==> config.mk <==
export PLATFORM = sky130hd
export DESIGN_NAME = system_bus_controller
export DESIGN_NICKNAME = d
export VERILOG_FILES = /design/src/logic/bus_controller_pkg.sv /design/src/logic/system_bus_controller.sv
export SDC_FILE = /design/constraint.sdc
export NUM_CORES = 1
export LEC_CHECK = 0
export ABC_AREA = 1
export BUFFER_PORTS_ARGS = -buffer_cell sky130_fd_sc_hd__buf_2
export CORE_AREA = 10 10 187 189
export DETAILED_ROUTE_END_ITERATION = 10
export DIE_AREA = 0 0 197 199
export PLACE_DENSITY_LB_ADDON = 0.2
export SYNTH_ARGS = -nofsm -noshare
export SYNTH_HDL_FRONTEND = slang
export SYNTH_SLANG_ARGS = --single-unit
==> constraint.sdc <==
create_clock -name core_clk -period 20.1 [get_ports core_clk]
set_input_delay 6.03 -clock core_clk [delete_from_list [all_inputs] [get_ports core_clk]]
set_output_delay 6.03 -clock core_clk [all_outputs]
set_load 0.01 [all_outputs]
==> src/logic/bus_controller_pkg.sv <==
// Package of constants for the system bus controller.
package bus_controller_pkg;
	localparam int addr_width = 32;
	localparam int data_width = 32;
	localparam int region_msb = 31;
	localparam int region_lsb = 28;
	localparam int area_msb = 27;
	localparam int area_lsb = 20;
	localparam logic [3:0] region_internal = 4'h0;
	localparam logic [3:0] region_peripheral = 4'hf;
	localparam logic [7:0] area_zero = 8'h00;
	localparam logic [7:0] area_flash = 8'h01;
	localparam logic [7:0] area_sram = 8'h02;
	localparam logic [7:0] area_rom = 8'h03;
	// Memory sizes as address widths inside a 1-Mbyte window; aliasing follows from them.
	localparam int flash_addr_bits = 18;
	localparam int sram_addr_bits = 17;
	localparam int rom_addr_bits = 14;
	// Transfer size encodings.
	localparam logic [1:0] size_byte = 2'h0;
	localparam logic [1:0] size_half = 2'h1;
	localparam logic [1:0] size_word = 2'h2;
	// Transfer type encodings.
	localparam logic [1:0] type_read = 2'h0;
	localparam logic [1:0] type_write = 2'h1;
	localparam logic [1:0] type_fetch = 2'h2;
	// Register byte offsets.
	localparam logic [3:0] remap_command_offset = 4'h0;
	localparam logic [3:0] abort_attribute_offset = 4'h4;
	localparam logic [3:0] abort_address_offset = 4'h8;
	// Field positions of the abort attribute register.
	localparam int undefined_bit = 0;
	localparam int misaligned_bit = 1;
	localparam int size_lsb = 8;
	localparam int type_lsb = 10;
	localparam int last_source_lsb = 16;
	localparam int saved_lsb = 24;
	localparam int remap_toggle_bit = 0;
	// Master indices, also bit order of the source fields.
	localparam int master_count = 3;
	localparam int master_ethernet = 0;
	localparam int master_dma = 1;
	localparam int master_cpu = 2;
	// Target select codes.
	localparam logic [2:0] target_none = 3'h0;
	localparam logic [2:0] target_flash = 3'h1;
	localparam logic [2:0] target_sram = 3'h2;
	localparam logic [2:0] target_rom = 3'h3;
	localparam logic [2:0] target_peripheral = 3'h4;
	localparam logic [1:0] axi_okay = 2'h0;
	localparam logic [1:0] axi_slverr = 2'h2;
	typedef enum logic [1:0] {
		arb_idle = 2'b00,
		arb_busy = 2'b01
	} arb_state_type;
endpackage : bus_controller_pkg

==> src/logic/system_bus_controller.sv <==
// System bus controller: arbiter, decoder, remap, misalignment check and abort status.
//
// Overview of operation
// - Little-endian transfers only, all masters.
// - Fixed priority: ethernet, then DMA, then CPU.
// - Top four address bits select 256-Mbyte regions.
// - Undefined regions answer with abort.
// - Eight more bits pick 1-Mbyte memory windows.
// - Memories alias across their whole window.
// - Unallocated internal address returns abort.
// - Area 0 is flash, SRAM after remap.
// - Mapped memory also stays at normal location.
// - Writing one toggles remap; zero does nothing.
// - Abort indication goes to all masters.
// - Capture full 32-bit abort address.
// - Record transfer size of aborted access.
// - Record read, write or fetch type.
// - Set undefined or misaligned cause flag.
// - Exactly one last-source flag per abort.
// - Per-master saved flag since last status read.
// - CPU data abort captures the data address.
// - Misaligned word or half access aborts.
// - CPU instruction fetches skip alignment check.
// - Size code: byte, half, word, reserved.
// - Type code: read, write, fetch, reserved.
module system_bus_controller (
	// Clock and reset
	input wire logic core_clk,
	input wire logic reset,
	// Master requests, index 0 ethernet, 1 DMA, 2 CPU; little-endian data only
	input wire logic [2:0] master_req,
	input wire logic [31:0] master_addr [3],
	input wire logic [1:0] master_size [3],
	input wire logic [1:0] master_type [3],
	input wire logic [31:0] master_wdata [3],
	// Master answers
	output logic [2:0] master_grant,
	output logic master_done,
	output logic master_abort,
	output logic [31:0] master_rdata,
	// Memory side: one shared strobe with a target select
	output logic mem_valid,
	output logic [2:0] mem_target,
	output logic [31:0] mem_addr,
	output logic [1:0] mem_size,
	output logic mem_write,
	output logic [31:0] mem_wdata,
	input wire logic mem_ready,
	input wire logic [31:0] mem_rdata,
	// Remap state for observation
	output logic remap_active,
	// AXI4-Lite register slave
	input wire logic [31:0] s_axi_awaddr,
	input wire logic s_axi_awvalid,
	output logic s_axi_awready,
	input wire logic [31:0] s_axi_wdata,
	input wire logic [3:0] s_axi_wstrb,
	input wire logic s_axi_wvalid,
	output logic s_axi_wready,
	output logic [1:0] s_axi_bresp,
	output logic s_axi_bvalid,
	input wire logic s_axi_bready,
	input wire logic [31:0] s_axi_araddr,
	input wire logic s_axi_arvalid,
	output logic s_axi_arready,
	output logic [31:0] s_axi_rdata,
	output logic [1:0] s_axi_rresp,
	output logic s_axi_rvalid,
	input wire logic s_axi_rready
);
	bus_controller_pkg::arb_state_type state_reg;
	bus_controller_pkg::arb_state_type state_next;
	logic [2:0] grant_next;
	logic [1:0] owner_reg;
	logic [1:0] winner;
	logic any_req;
	logic remap_reg;
	// Abort status registers.
	logic [31:0] abort_address_reg;
	logic [1:0] abort_size_field;
	logic [1:0] abort_type_field;
	logic undefined_address_flag;
	logic misaligned_address_flag;
	logic [2:0] last_source_reg;
	logic [2:0] saved_reg;
	logic source_unread_reg;
	// Selected master request.
	logic [31:0] sel_addr;
	logic [1:0] sel_size;
	logic [1:0] sel_type;
	logic [31:0] sel_wdata;
	logic [3:0] sel_region;
	logic [7:0] sel_area;
	logic is_internal;
	logic is_peripheral;
	logic [2:0] target;
	logic undefined_hit;
	logic misaligned_hit;
	logic take_abort;
	logic start_access;
	logic [2:0] owner_onehot;
	logic [2:0] winner_onehot;
	logic [2:0] unread_source;
	logic [2:0] saved_next;
	// Register bus handshake state.
	logic aw_held_reg;
	logic w_held_reg;
	logic [31:0] aw_addr_reg;
	logic [31:0] w_data_reg;
	logic [3:0] w_strb_reg;
	logic do_write;
	logic do_read;
	logic write_remap;
	logic read_status;
	logic [3:0] waddr_low;
	logic [3:0] raddr_low;
	logic [31:0] attribute_word;
	logic [31:0] read_word;
	logic read_mapped;
	logic write_mapped;

	// Fixed priority, lowest index wins.
	assign any_req = |master_req;
	assign winner = master_req[bus_controller_pkg::master_ethernet] ? 2'(bus_controller_pkg::master_ethernet) :
		master_req[bus_controller_pkg::master_dma] ? 2'(bus_controller_pkg::master_dma) :
		2'(bus_controller_pkg::master_cpu);

	assign sel_addr = master_addr[winner];
	assign sel_size = master_size[winner];
	assign sel_type = master_type[winner];
	assign sel_wdata = master_wdata[winner];
	assign sel_region = sel_addr[bus_controller_pkg::region_msb:bus_controller_pkg::region_lsb];
	assign sel_area = sel_addr[bus_controller_pkg::area_msb:bus_controller_pkg::area_lsb];
	assign is_internal = sel_region == bus_controller_pkg::region_internal;
	assign is_peripheral = sel_region == bus_controller_pkg::region_peripheral;

	// Area 0 follows the remap state while each memory keeps its own window too.
	always_comb begin
		target = bus_controller_pkg::target_none;
		if (is_peripheral) begin
			target = bus_controller_pkg::target_peripheral;
		end else if (is_internal) begin
			case (sel_area)
				bus_controller_pkg::area_zero: target = remap_reg ? bus_controller_pkg::target_sram :
					bus_controller_pkg::target_flash;
				bus_controller_pkg::area_flash: target = bus_controller_pkg::target_flash;
				bus_controller_pkg::area_sram: target = bus_controller_pkg::target_sram;
				bus_controller_pkg::area_rom: target = bus_controller_pkg::target_rom;
				default: target = bus_controller_pkg::target_none;
			endcase
		end
	end
	assign undefined_hit = target == bus_controller_pkg::target_none;

	// Fetches from the CPU are never checked; all other accesses are.
	assign misaligned_hit = !(winner == 2'(bus_controller_pkg::master_cpu) &&
		sel_type == bus_controller_pkg::type_fetch) &&
		((sel_size == bus_controller_pkg::size_word && sel_addr[1:0] != 2'h0) ||
		(sel_size == bus_controller_pkg::size_half && sel_addr[0] != 1'b0));

	assign start_access = state_reg == bus_controller_pkg::arb_idle && any_req;
	assign take_abort = start_access && (undefined_hit || misaligned_hit);
	assign owner_onehot = 3'h1 << owner_reg;

	// An abort already shown by a status read must not turn into a saved flag later.
	assign winner_onehot = 3'h1 << winner;
	assign unread_source = source_unread_reg ? last_source_reg : 3'h0;
	assign saved_next = (read_status ? 3'h0 : (saved_reg | unread_source)) & ~winner_onehot;

	always_comb begin
		state_next = state_reg;
		grant_next = 3'h0;
		case (state_reg)
			bus_controller_pkg::arb_idle: begin
				if (start_access && !take_abort) begin
					state_next = bus_controller_pkg::arb_busy;
				end
			end
			bus_controller_pkg::arb_busy: begin
				// The grant is held until the memory answers.
				if (mem_ready) begin
					state_next = bus_controller_pkg::arb_idle;
				end
			end
			default: state_next = bus_controller_pkg::arb_idle;
		endcase
		if (start_access) begin
			grant_next = 3'h1 << winner;
		end else if (state_reg == bus_controller_pkg::arb_busy && !mem_ready) begin
			grant_next = owner_onehot;
		end
	end

	always_ff @(posedge core_clk or posedge reset) begin
		if (reset) begin
			state_reg <= bus_controller_pkg::arb_idle;
			owner_reg <= 2'h0;
			master_grant <= 3'h0;
		end else begin
			state_reg <= state_next;
			master_grant <= grant_next;
			if (start_access) begin
				owner_reg <= winner;
			end
		end
	end

	// Memory strobe and master answers.
	always_ff @(posedge core_clk or posedge reset) begin
		if (reset) begin
			mem_valid <= 1'b0;
			mem_target <= bus_controller_pkg::target_none;
			mem_addr <= 32'h0;
			mem_size <= bus_controller_pkg::size_byte;
			mem_write <= 1'b0;
			mem_wdata <= 32'h0;
			master_done <= 1'b0;
			master_abort <= 1'b0;
			master_rdata <= 32'h0;
		end else begin
			master_done <= take_abort || (state_reg == bus_controller_pkg::arb_busy && mem_ready);
			// One indication shared by all masters; only the CPU acts on it.
			master_abort <= take_abort;
			if (start_access && !take_abort) begin
				mem_valid <= 1'b1;
				mem_target <= target;
				mem_addr <= sel_addr;
				mem_size <= sel_size;
				mem_write <= sel_type == bus_controller_pkg::type_write;
				mem_wdata <= sel_wdata;
			end else if (mem_ready) begin
				mem_valid <= 1'b0;
			end
			// Data pass byte for byte; every lane keeps its little-endian position.
			if (state_reg == bus_controller_pkg::arb_busy && mem_ready) begin
				master_rdata <= mem_rdata;
			end
		end
	end

	// Abort capture: the newest abort replaces everything but the saved flags.
	always_ff @(posedge core_clk or posedge reset) begin
		if (reset) begin
			abort_address_reg <= 32'h0;
			abort_size_field <= bus_controller_pkg::size_byte;
			abort_type_field <= bus_controller_pkg::type_read;
			undefined_address_flag <= 1'b0;
			misaligned_address_flag <= 1'b0;
			last_source_reg <= 3'h0;
		end else if (take_abort) begin
			abort_address_reg <= sel_addr;
			abort_size_field <= sel_size;
			abort_type_field <= sel_type;
			undefined_address_flag <= undefined_hit;
			misaligned_address_flag <= !undefined_hit;
			last_source_reg <= winner_onehot;
		end
	end

	// A master's earlier abort is saved when a newer abort moves the last source away,
	// but only while no status read has shown that earlier abort yet.
	// A new abort in the read cycle does not stop the clear; no flag is saved then.
	always_ff @(posedge core_clk or posedge reset) begin
		if (reset) begin
			saved_reg <= 3'h0;
		end else if (take_abort) begin
			saved_reg <= saved_next;
		end else if (read_status) begin
			saved_reg <= 3'h0;
		end
	end

	// The last source counts as unread from its abort until the next status read.
	always_ff @(posedge core_clk or posedge reset) begin
		if (reset) begin
			source_unread_reg <= 1'b0;
		end else if (take_abort) begin
			source_unread_reg <= 1'b1;
		end else if (read_status) begin
			source_unread_reg <= 1'b0;
		end
	end

	// Remap toggle.
	always_ff @(posedge core_clk or posedge reset) begin
		if (reset) begin
			remap_reg <= 1'b0;
			remap_active <= 1'b0;
		end else begin
			if (write_remap && w_strb_reg[0] && w_data_reg[bus_controller_pkg::remap_toggle_bit]) begin
				remap_reg <= !remap_reg;
			end
			remap_active <= remap_reg;
		end
	end

	// AXI4-Lite slave: address and data are caught in either order.
	// Ready is offered every other cycle, so each take is followed by a refused cycle;
	// this keeps the slave small, and status traffic is far too rare for the lost rate to matter.
	assign do_write = aw_held_reg && w_held_reg && !s_axi_bvalid;
	assign waddr_low = aw_addr_reg[3:0];
	assign write_mapped = aw_addr_reg[31:4] == 28'h0 && waddr_low == bus_controller_pkg::remap_command_offset;
	assign write_remap = do_write && write_mapped;
	assign do_read = s_axi_arvalid && s_axi_arready;
	assign raddr_low = s_axi_araddr[3:0];
	assign read_mapped = s_axi_araddr[31:4] == 28'h0 &&
		(raddr_low == bus_controller_pkg::abort_attribute_offset ||
		raddr_low == bus_controller_pkg::abort_address_offset);
	assign read_status = do_read && s_axi_araddr[31:4] == 28'h0 &&
		raddr_low == bus_controller_pkg::abort_attribute_offset;
	assign attribute_word = (32'(saved_reg) << bus_controller_pkg::saved_lsb) |
		(32'(last_source_reg) << bus_controller_pkg::last_source_lsb) |
		(32'(abort_type_field) << bus_controller_pkg::type_lsb) |
		(32'(abort_size_field) << bus_controller_pkg::size_lsb) |
		(32'(misaligned_address_flag) << bus_controller_pkg::misaligned_bit) |
		(32'(undefined_address_flag) << bus_controller_pkg::undefined_bit);
	assign read_word = !read_mapped ? 32'h0 :
		raddr_low == bus_controller_pkg::abort_attribute_offset ? attribute_word : abort_address_reg;

	always_ff @(posedge core_clk or posedge reset) begin
		if (reset) begin
			aw_held_reg <= 1'b0;
			w_held_reg <= 1'b0;
			aw_addr_reg <= 32'h0;
			w_data_reg <= 32'h0;
			w_strb_reg <= 4'h0;
			s_axi_awready <= 1'b0;
			s_axi_wready <= 1'b0;
			s_axi_bvalid <= 1'b0;
			s_axi_bresp <= bus_controller_pkg::axi_okay;
		end else begin
			s_axi_awready <= !aw_held_reg && !s_axi_awready && !s_axi_bvalid;
			s_axi_wready <= !w_held_reg && !s_axi_wready && !s_axi_bvalid;
			if (s_axi_awvalid && s_axi_awready) begin
				aw_held_reg <= 1'b1;
				aw_addr_reg <= s_axi_awaddr;
			end
			if (s_axi_wvalid && s_axi_wready) begin
				w_held_reg <= 1'b1;
				w_data_reg <= s_axi_wdata;
				w_strb_reg <= s_axi_wstrb;
			end
			if (do_write) begin
				s_axi_bvalid <= 1'b1;
				s_axi_bresp <= write_mapped ? bus_controller_pkg::axi_okay : bus_controller_pkg::axi_slverr;
				aw_held_reg <= 1'b0;
				w_held_reg <= 1'b0;
			end else if (s_axi_bvalid && s_axi_bready) begin
				s_axi_bvalid <= 1'b0;
			end
		end
	end

	always_ff @(posedge core_clk or posedge reset) begin
		if (reset) begin
			s_axi_arready <= 1'b0;
			s_axi_rvalid <= 1'b0;
			s_axi_rdata <= 32'h0;
			s_axi_rresp <= bus_controller_pkg::axi_okay;
		end else begin
			s_axi_arready <= !s_axi_arready && !s_axi_rvalid;
			if (do_read) begin
				s_axi_rvalid <= 1'b1;
				s_axi_rdata <= read_word;
				s_axi_rresp <= read_mapped ? bus_controller_pkg::axi_okay : bus_controller_pkg::axi_slverr;
			end else if (s_axi_rvalid && s_axi_rready) begin
				s_axi_rvalid <= 1'b0;
			end
		end
	end
endmodule : system_bus_controller

==> reports/summary.txt, run 1 <==
outcome -> completed
min cycle time layout -> 9.24 ns
layout cells sized above 1 -> 35.0%
Die Area -> 39200 sq um
first-pass GRT wire length -> 57700 um
Cell variety after synth -> 35
H-tree depth -> 1
number of max-cap violations -> 0
largest net degree at the start of global routing -> 97
family with the most delay on the worst path -> buffers and inverters
Residual DRC -> 0
CP Cell Sequence -> buf_2, nor2_4, buf_4, nand2_1, nand2_1, nor2_1, nand2_1, nor2_2, nand3_1, nand2_2, nand3_4, buf_4, o21ai_0
VDD IR-drop max -> 0.0761 mV
Post-Route Skew -> 0.0256 ns
1st-iter DRT viols -> 676
most frequent cells in the layout -> 460 x buf_2, 295 x nand2_1, 233 x dfrtp_1
area of the multi-input gates -> 3700 sq um
Final ANT Viol Nets -> 0
CTS Sinks -> 233
yosys warns -> 0
Layout fillers -> 3222
CTS buffer count -> 27
Area Overhead vs Synth -> 33.8%
I/O pins -> 497
vias -> 9421
RSZ-0062 raised after global routing -> false
Clk Latency, worst-skew pair -> 0.53 ns
Slew Limit Fails -> 0
Worst path max stage delay -> 0.78 ns
starting density of the core -> 33.0%
Via-to-Cell Ratio -> 4.68
most common cell after layout, fill and taps aside -> buf_2
Synth Register Bits -> 233
Clock Pin Slew Worst Setup and Hold Paths -> 0.06 ns
total power -> 0.00157 W
syn_area_per_cell -> 8.95 sq um
Buf/Inv on CP -> 3
WL final -> 38600 um
total negative setup slack -> 0 ns
critical path endpoint category -> register
Seq. cell area -> 5830 sq um
CP max-delay cell -> buf_4
Tot GR Track Use -> 18.8%
slew at the pin closest to its max-slew limit -> 1.11 ns
Post-DP HPWL -> 29300 um
Die Span X -> 197 um
Worst Path Required -> 20.46 ns
number of global-route vias before repair -> 9657
core area -> 31200 sq um
CP most frequent cell -> nand2_1
placed cells -> 1961
Max FO, Critical Path -> 96
Overflow after GRT -> 0
Hold Fails Final Rpt -> 0
Finish-stage setup viols -> 0
routed len/inst -> 19.2 um
crit path kind -> primary input to register
Leak -> 7.51 nW
final std cells w/o fill -> 2013
clk buf depth -> 3
register area share after synthesis -> 56.7%
Post-CTS Setup Bufs -> 0
CTS root buf -> clkbuf_16
Mapped Cells -> 1150
FP Rows -> 65
First-pass DRT Iterations -> 5
Hold-fix buffers, CTS -> 0
Port Buffer Count -> 460
min-delay worst type -> register to register
pwr dens -> 114 nW/um^2
Fmax achieved -> 108 MHz
gpl congestion -> 0.902
fin nets -> 1935
CTS tree -> yes
final clock period utilization by the worst path -> 45.9%
Cell Area, Synth -> 10300 sq um
CP startpoint kind -> primary input
slew margin rel. -> 25.7%
CP Data Arrival Time -> 9.59 ns
cts repair resizes -> 0
Die Y -> 199 um
initial antenna violation count -> 12
worst paths after layout:
check	slack (ns)	start	to	cells after the start
worst min-delay path	0.44	s_axi_rvalid$_DFFE_PP0P_	s_axi_arready$_DFF_PP0_	1
worst min register to register	0.44	s_axi_rvalid$_DFFE_PP0P_	s_axi_arready$_DFF_PP0_	1
worst max-delay path	10.86	master_req[0]	mem_addr[0]$_DFFE_PP0P_	13
max in group asynchronous	12.90	reset	w_data_reg[0]$_DFFE_PP0P_	3
min in group asynchronous	5.57	reset	mem_addr[29]$_DFFE_PP0P_	2
worst max register to register	17.61	state_reg[0]$_DFFE_PP0P_	mem_addr[0]$_DFFE_PP0P_	6
synthesized netlist by cell type:
cell type / instances / share of area [%]
nand4_1: 10 / 0.61
xor2_1: 1 / 0.085
o31ai_1: 1 / 0.073
inv_1: 119 / 4.3
buf_6: 7 / 0.77
nor2_1: 92 / 3.4
o21ai_1: 54 / 2.6
buf_2: 8 / 0.39
o32ai_1: 1 / 0.085
a22o_1: 7 / 0.60
nand2_1: 295 / 11
nand3_4: 1 / 0.17
inv_2: 3 / 0.11
mux2i_1: 12 / 1.2
a21boi_0: 1 / 0.073
o211ai_1: 1 / 0.073
mux2_2: 32 / 3.5
o21ai_0: 103 / 5.0
clkbuf_1: 40 / 1.5
nor2_2: 4 / 0.24
a21oi_1: 11 / 0.53
clkinv_1: 1 / 0.036
dfrtp_1: 233 / 57
buf_4: 3 / 0.22
nand3b_1: 1 / 0.073
buf_1: 6 / 0.22
conb_1: 1 / 0.036
and3_1: 1 / 0.061
nand2_2: 3 / 0.18
nor3_1: 9 / 0.44
nand3_1: 40 / 1.9
a221oi_1: 44 / 3.7
o21a_1: 2 / 0.15
nor3_2: 1 / 0.097
nor4_1: 2 / 0.12
per-stage QoR:
stage,area (sq um),util (%),setup WS (ns),hold WS [ns]
after global placement,12900,41.3,10.27,0.423
after CTS,13800,44.1,10.77,0.445
after floorplan,10300,-,7.68,0.392
after global routing,13800,44.1,10.49,0.470
after detailed placement,12900,41.3,10.23,0.437
final,13800,44.1,10.86,0.442
power by group:
part / switching [W] / leakage (nW) / internal, W
Sequential: 0.0000676 / 2.95 / 0.000609
Combinational: 0.000247 / 4.13 / 0.000170
Clock: 0.000191 / 0.426 / 0.000283
worst register-to-register path: cells and delay by family (launching register included):
family | cells | cell delay (ns)
simple gates | 1 | 0.45
compound gates | 2 | 0.45
flops | 1 | 0.35
buf+inv | 3 | 1.06
layout make-up:
cell class	count	share of cell area [%]
multi-input cells	731	26.9
diodes	6	0.109
flip-flops and latches	233	42.3
repair buffers	472	17.4
clock buffers	38	5.71
well taps	402	3.65
clock inverters	8	0.518
inverters	123	3.41
per-layer routing:
| metal | global-route usage (%) | vias up | share of wire (%) |
|---|---|---|---|
| met5 | 0 | - | 0.20 |
| met1 | 22.4 | 4363 | 40 |
| met4 | 3.96 | 12 | 1.8 |
| li1 | - | 4652 | - |
| met3 | 6.47 | 57 | 8.5 |
| met2 | 32.2 | 337 | 50 |
logic make-up (layout without fill, tap and decap cells):
logic type	count (synthesis)	count (layout)	synth area share, %
xor+xnor	1	1	0.0851
buf+inv	187	641	7.54
other cells	1	8	0.0364
mux	44	44	4.67
flops	233	233	56.7
simple gates	459	459	18.1
compound gates	225	225	13.0
Note: power is estimated with default switching activity, not from simulation.
==> run 2, diff against run 1 <==
==> constraint.sdc (replaced) <==
create_clock -name core_clk -period 8.8 [get_ports core_clk]
set_input_delay 2.64 -clock core_clk [delete_from_list [all_inputs] [get_ports core_clk]]
set_output_delay 2.64 -clock core_clk [all_outputs]
set_load 0.01 [all_outputs]
==> reports/summary.txt, run 2 (synthesis gave the netlist of run 1 again) <==
Die Y -> 199 um
Via-to-Cell Ratio -> 4.65
first-pass GRT wire length -> 58400 um
RSZ-0062 raised after global routing -> false
1st-iter DRT viols -> 719
Slew Limit Fails -> 0
grt peak-use layer -> met2
vias -> 9368
Tot GR Track Use -> 19.0%
number of global-route vias before repair -> 9847
Worst Path Required -> 9.17 ns
most common cell after layout, fill and taps aside -> buf_2
CP max-delay cell -> buf_4
GRT met1 Usage -> 23.0%
fin nets -> 1938
total power -> 0.00357 W
critical path endpoint category -> register
outcome -> completed
Die Span X -> 197 um
final std cells w/o fill -> 2013
starting density of the core -> 33.0%
placed cells -> 1963
launch point of the worst reg-to-reg path -> state_reg[0]$_DFFE_PP0P_
final clock period utilization by the worst path -> 63.1%
Max FO, Critical Path -> 88
hold_sp -> remap_reg$_DFFE_PP0P_
min cycle time layout -> 5.55 ns
Port Buffer Count -> 460
slew at the pin closest to its max-slew limit -> 0.944 ns
Hold-fix buffers, CTS -> 0
routed len/inst -> 19.1 um
total negative setup slack -> 0 ns
Worst path max stage delay -> 0.73 ns
Post-DP HPWL -> 29400 um
Leak -> 7.50 nW
Die Area -> 39200 sq um
Hold Fails Final Rpt -> 0
Clock Pin Slew Worst Setup and Hold Paths -> 0.06 ns
Fmax achieved -> 180 MHz
CTS root buf -> clkbuf_16
largest net degree at the start of global routing -> 146
number of max-cap violations -> 0
Overflow after GRT -> 0
VDD IR-drop max -> 0.188 mV
First-pass DRT Iterations -> 6
M3 GR Usage -> 6.59%
initial antenna violation count -> 9
Final ANT Viol Nets -> 0
CP Cell Sequence -> buf_2, buf_4, buf_4, nand2_1, nand3_1, nand3_1, nand2_1, nand2_1, nand3_4, buf_4, o21ai_0
min-delay worst type -> register to register
Post-Route Skew -> 0.0127 ns
slew margin rel. -> 37.0%
most frequent cells in the layout -> 460 x buf_2, 295 x nand2_1, 233 x dfrtp_1
Setup crit start -> master_req[0]
CTS buffer count -> 28
core area -> 31200 sq um
CTS Sinks -> 233
cts repair resizes -> 0
crit path kind -> primary input to register
clk buf depth -> 3
Finish-stage setup viols -> 0
CP startpoint kind -> primary input
CP Data Arrival Time -> 5.92 ns
CTS tree -> yes
WL final -> 38500 um
FP Rows -> 65
H-tree depth -> 1
pwr dens -> 259 nW/um^2
gpl congestion -> 0.902
Clk Latency, worst-skew pair -> 0.53 ns
Residual DRC -> 0
layout cells sized above 1 -> 34.7%
Area Overhead vs Synth -> 33.8%
Post-CTS Setup Bufs -> 0
GR Layer Usage met2 -> 32.1%
I/O pins -> 497
[run 2: changes by cell type in the layout (fill, tap and decap cells not counted), sizes merged]
cell / previous run / this run
clkinv: 6 / 5
inv: 123 / 121
buf: 472 / 474
clkbuf: 38 / 40
diode: 6 / 5
[run 2: metal layers]
metal	wire, um	vias to the layer above
met1	15500	4327
met3	3500	47
met4	716	8
li1	-	4637
met5	48	-
met2	18800	349
[run 2: per-stage QoR]
step | hold WS, ns | setup slack (ns) | area (sq um) | utilization [%]
after global routing | 0.450 | 2.86 | 13800 | 44.1
after CTS | 0.430 | 3.21 | 13800 | 44.1
after global placement | 0.416 | 2.66 | 12900 | 41.4
final | 0.430 | 3.25 | 13800 | 44.1
after floorplan | 0.392 | 3.11 | 10300 | -
after detailed placement | 0.418 | 2.64 | 12900 | 41.4
[run 2: power by group]
group / internal, W / switching, W / leakage, nW / total (W)
Combinational: 0.000390 / 0.000556 / 4.14 / 0.000947
Clock: 0.000641 / 0.000437 / 0.412 / 0.00108
Sequential: 0.00139 / 0.000156 / 2.95 / 0.00155
Total: 0.00242 / 0.00115 / 7.50 / 0.00357
[run 2: cell type report]
cell class / count / area (sq um)
diodes: 5 / 12.5
clock buffers: 40 / 787
clock inverters: 5 / 50.0
fillers: 3193 / 17500
inverters: 123 / 465
multi-input cells: 731 / 3700
flip-flops and latches: 233 / 5830
well taps: 402 / 503
repair buffers: 474 / 2420
[run 2: critical path, delay by kind of cell]
kind	cells	cell delay (ns)
buffers and inverters	4	1.73
and+or+nand+nor	6	1.26
AOI/OAI and AO/OA	1	0.18
[run 2: path summary, 6_finish.rpt]
kind	endpoint	cells after the start	slack, ns
worst min register to register	remap_active$_DFF_PP0_	0	0.43
worst max register to register	mem_addr[4]$_DFFE_PP0P_	6	6.29
worst max-delay path	mem_addr[4]$_DFFE_PP0P_	11	3.25
worst min-delay path	remap_active$_DFF_PP0_	0	0.43
min in group asynchronous	aw_addr_reg[5]$_DFFE_PP0P_	2	2.11
max in group asynchronous	master_rdata[24]$_DFFE_PP0P_	3	5.45
==> run 3, diff against run 2 <==
--- a/config.mk
+++ b/config.mk
@@ -5,11 +5,11 @@
 export SDC_FILE = /design/constraint.sdc
 export NUM_CORES = 1
 export LEC_CHECK = 0
-export ABC_AREA = 1
+export ABC_AREA = 0
 export BUFFER_PORTS_ARGS = -buffer_cell sky130_fd_sc_hd__buf_2
-export CORE_AREA = 10 10 187 189
+export CORE_AREA = 10 10 184 186
 export DETAILED_ROUTE_END_ITERATION = 10
-export DIE_AREA = 0 0 197 199
+export DIE_AREA = 0 0 194 196
 export PLACE_DENSITY_LB_ADDON = 0.2
 export SYNTH_ARGS = -nofsm -noshare
 export SYNTH_HDL_FRONTEND = slang
==> constraint.sdc (replaced) <==
create_clock -name core_clk -period 5.7 [get_ports core_clk]
set_input_delay 1.71 -clock core_clk [delete_from_list [all_inputs] [get_ports core_clk]]
set_output_delay 1.71 -clock core_clk [all_outputs]
set_load 0.01 [all_outputs]
==> reports/summary.txt, run 3 <==
outcome -> completed
Worst Path Required -> 6.11 ns
Tot GR Track Use -> 16.7%
H-tree depth -> 1
slew at the pin closest to its max-slew limit -> 1.00 ns
core area -> 30300 sq um
Die Span X -> 194 um
slew margin rel. -> 33.0%
Place WS -> 0.843 ns
Hold-fix buffers, CTS -> 0
First-pass DRT Iterations -> 4
crit path kind -> primary input to register
FP Rows -> 64
CP Data Arrival Time -> 4.69 ns
I/O pins -> 497
final setup margin -> 1.42 ns
Cell Area, Synth -> 10500 sq um
Post-DP HPWL -> 26100 um
Via-to-Cell Ratio -> 4.77
VDD IR-drop max -> 0.214 mV
Crit Reg-Reg Endpoint -> s_axi_rdata[2]$_DFFE_PP0P_
CTS Sinks -> 233
Area Overhead vs Synth -> 33.8%
Die Area -> 38000 sq um
WL final -> 33300 um
most common cell after layout, fill and taps aside -> buf_2
Async S/R FF share, synth -> 100%
syn_area_per_cell -> 12.7 sq um
launch point of the worst reg-to-reg path -> s_axi_arready$_DFF_PP0_
WHS Endpoint -> s_axi_arready$_DFF_PP0_
Max FO, Critical Path -> 37
CTS buffer count -> 27
Mapped Cells -> 831
Residual DRC -> 0
number of global-route vias before repair -> 8809
min-delay worst type -> register to register
critical path endpoint category -> register
Final ANT Viol Nets -> 0
synth top area cells -> dfrtp_1 55%, mux2_2 14%, mux2i_1 7.7%
Hold Fails Final Rpt -> 0
Finish-stage setup viols -> 0
routed len/inst -> 19.6 um
most frequent cells in the layout -> 458 x buf_2, 233 x dfrtp_1, 132 x mux2_2
CP startpoint kind -> primary input
final clock period utilization by the worst path -> 75.1%
cts repair resizes -> 0
Reg2Reg Depth -> 6
top cell type's share of synthesized area -> 55.4%
CTS tree -> yes
starting density of the core -> 34.8%
reg2reg setup slack -> 2.89 ns
Post-synth EDFFs -> 0
hold_sp -> s_axi_rvalid$_DFFE_PP0P_
total negative setup slack -> 0 ns
RSZ-0062 raised after global routing -> false
first-pass GRT wire length -> 51200 um
min cycle time layout -> 4.28 ns
Fmax achieved -> 234 MHz
Post-Route Skew -> 0.0148 ns
vias -> 8134
1st-iter DRT viols -> 232
Main synth FF type -> dfrtp_1
register area share after synthesis -> 55.4%
Post-CTS Setup Bufs -> 0
Die Y -> 196 um
Worst Hold Depth -> 1
Port Buffer Count -> 460
Leak -> 7.30 nW
cell with the most instances after synthesis -> dfrtp_1
Synth Register Bits -> 233
yosys warns -> 0
synth cell count leaders -> 233 x dfrtp_1, 132 x mux2_2, 95 x nand2_1
Clk Latency, worst-skew pair -> 0.54 ns
area leader, netlist -> dfrtp_1
layout cells sized above 1 -> 52.9%
Slew Limit Fails -> 0
Cell variety after synth -> 45
clk buf depth -> 3
Layout fillers -> 2899
CTS root buf -> clkbuf_16
Clock Pin Slew Worst Setup and Hold Paths -> 0.06 ns
initial antenna violation count -> 6
largest net degree at the start of global routing -> 76
Overflow after GRT -> 0
pwr dens -> 397 nW/um^2
gpl congestion -> 0.789
fin nets -> 1633
number of max-cap violations -> 0
-- run 3: worst max-delay path, cell delays in order --
cell	delay (ns)
buf_4	0.23
buf_4	0.45
mux2i_1	0.16
o21ai_0	0.35
nand3b_1	0.15
a211oi_1	0.52
nor2_4	0.11
inv_4	0.58
mux2_2	0.40
-- run 3: cells by family (layout without fill, tap and decap cells) --
| kind of cell | count (synthesis) | after routing | synth area share [%] |
|---|---|---|---|
| compound gates | 136 | 136 | 7.91 |
| xor+xnor | 2 | 2 | 0.166 |
| buf+inv | 57 | 532 | 2.93 |
| flops | 233 | 233 | 55.4 |
| mux | 252 | 252 | 27.0 |
| other cells | 1 | 3 | 0.0356 |
| simple gates | 150 | 150 | 6.57 |
-- run 3: metrics by stage --
| step | utilization [%] | power, W | std cells | cell area, sq um | hold WS [ns] |
|---|---|---|---|---|---|
| global route | 46.6 | 0.00594 | 1704 | 14100 | 0.471 |
| global placement | 43.7 | 0.00394 | 1653 | 13200 | 0.431 |
| CTS | 46.6 | 0.00570 | 1703 | 14100 | 0.440 |
| detailed placement | 43.7 | 0.00398 | 1653 | 13200 | 0.432 |
| floorplan | - | 0.00327 | 832 | 10500 | 0.407 |
| finish | 46.6 | 0.00559 | 1704 | 14100 | 0.440 |
-- run 3: worst max-delay path by stage --
| stage | from | endpoint | slack (ns) | cells past startpoint |
|---|---|---|---|---|
| after floorplan | reset | abort_address_reg[0]$_DFFE_PP0P_ | 0.94 | 1 |
| after global placement | master_req[1] | abort_size_field[1]$_DFFE_PP0P_ | 0.87 | 8 |
| after detailed placement | master_req[1] | abort_type_field[1]$_DFFE_PP0P_ | 0.84 | 9 |
| after CTS | master_req[1] | abort_address_reg[27]$_DFFE_PP0P_ | 1.41 | 9 |
| after global routing | master_req[1] | abort_address_reg[31]$_DFFE_PP0P_ | 1.19 | 9 |
| final | master_req[1] | abort_address_reg[27]$_DFFE_PP0P_ | 1.42 | 9 |
-- run 3: area by class of cell --
type / instances / area, sq um / share of cell area [%]
inverters: 7 / 32.5 / 0.231
flip-flops and latches: 233 / 5830 / 41.4
repair buffers: 475 / 2460 / 17.4
multi-input cells: 542 / 4410 / 31.3
well taps: 396 / 495 / 3.52
clock inverters: 14 / 126 / 0.897
diodes: 1 / 2.50 / 0.0178
clock buffers: 36 / 739 / 5.25
-- run 3: metal layers --
layer / routed length (um) / global-route usage (%) / part of all wire [%]
met1: 13300 / 19.2 / 40
met2: 16600 / 29.2 / 50
met3: 2790 / 5.81 / 8.4
met4: 606 / 3.70 / 1.8
met5: 69 / 0 / 0.21
-- run 3: power breakdown --
| part | switching (W) | total [W] | internal [W] |
|---|---|---|---|
| clock network | 0.000675 | 0.00167 | 0.000999 |
| registers | 0.000255 | 0.00242 | 0.00216 |
| logic | 0.000728 | 0.00150 | 0.000769 |
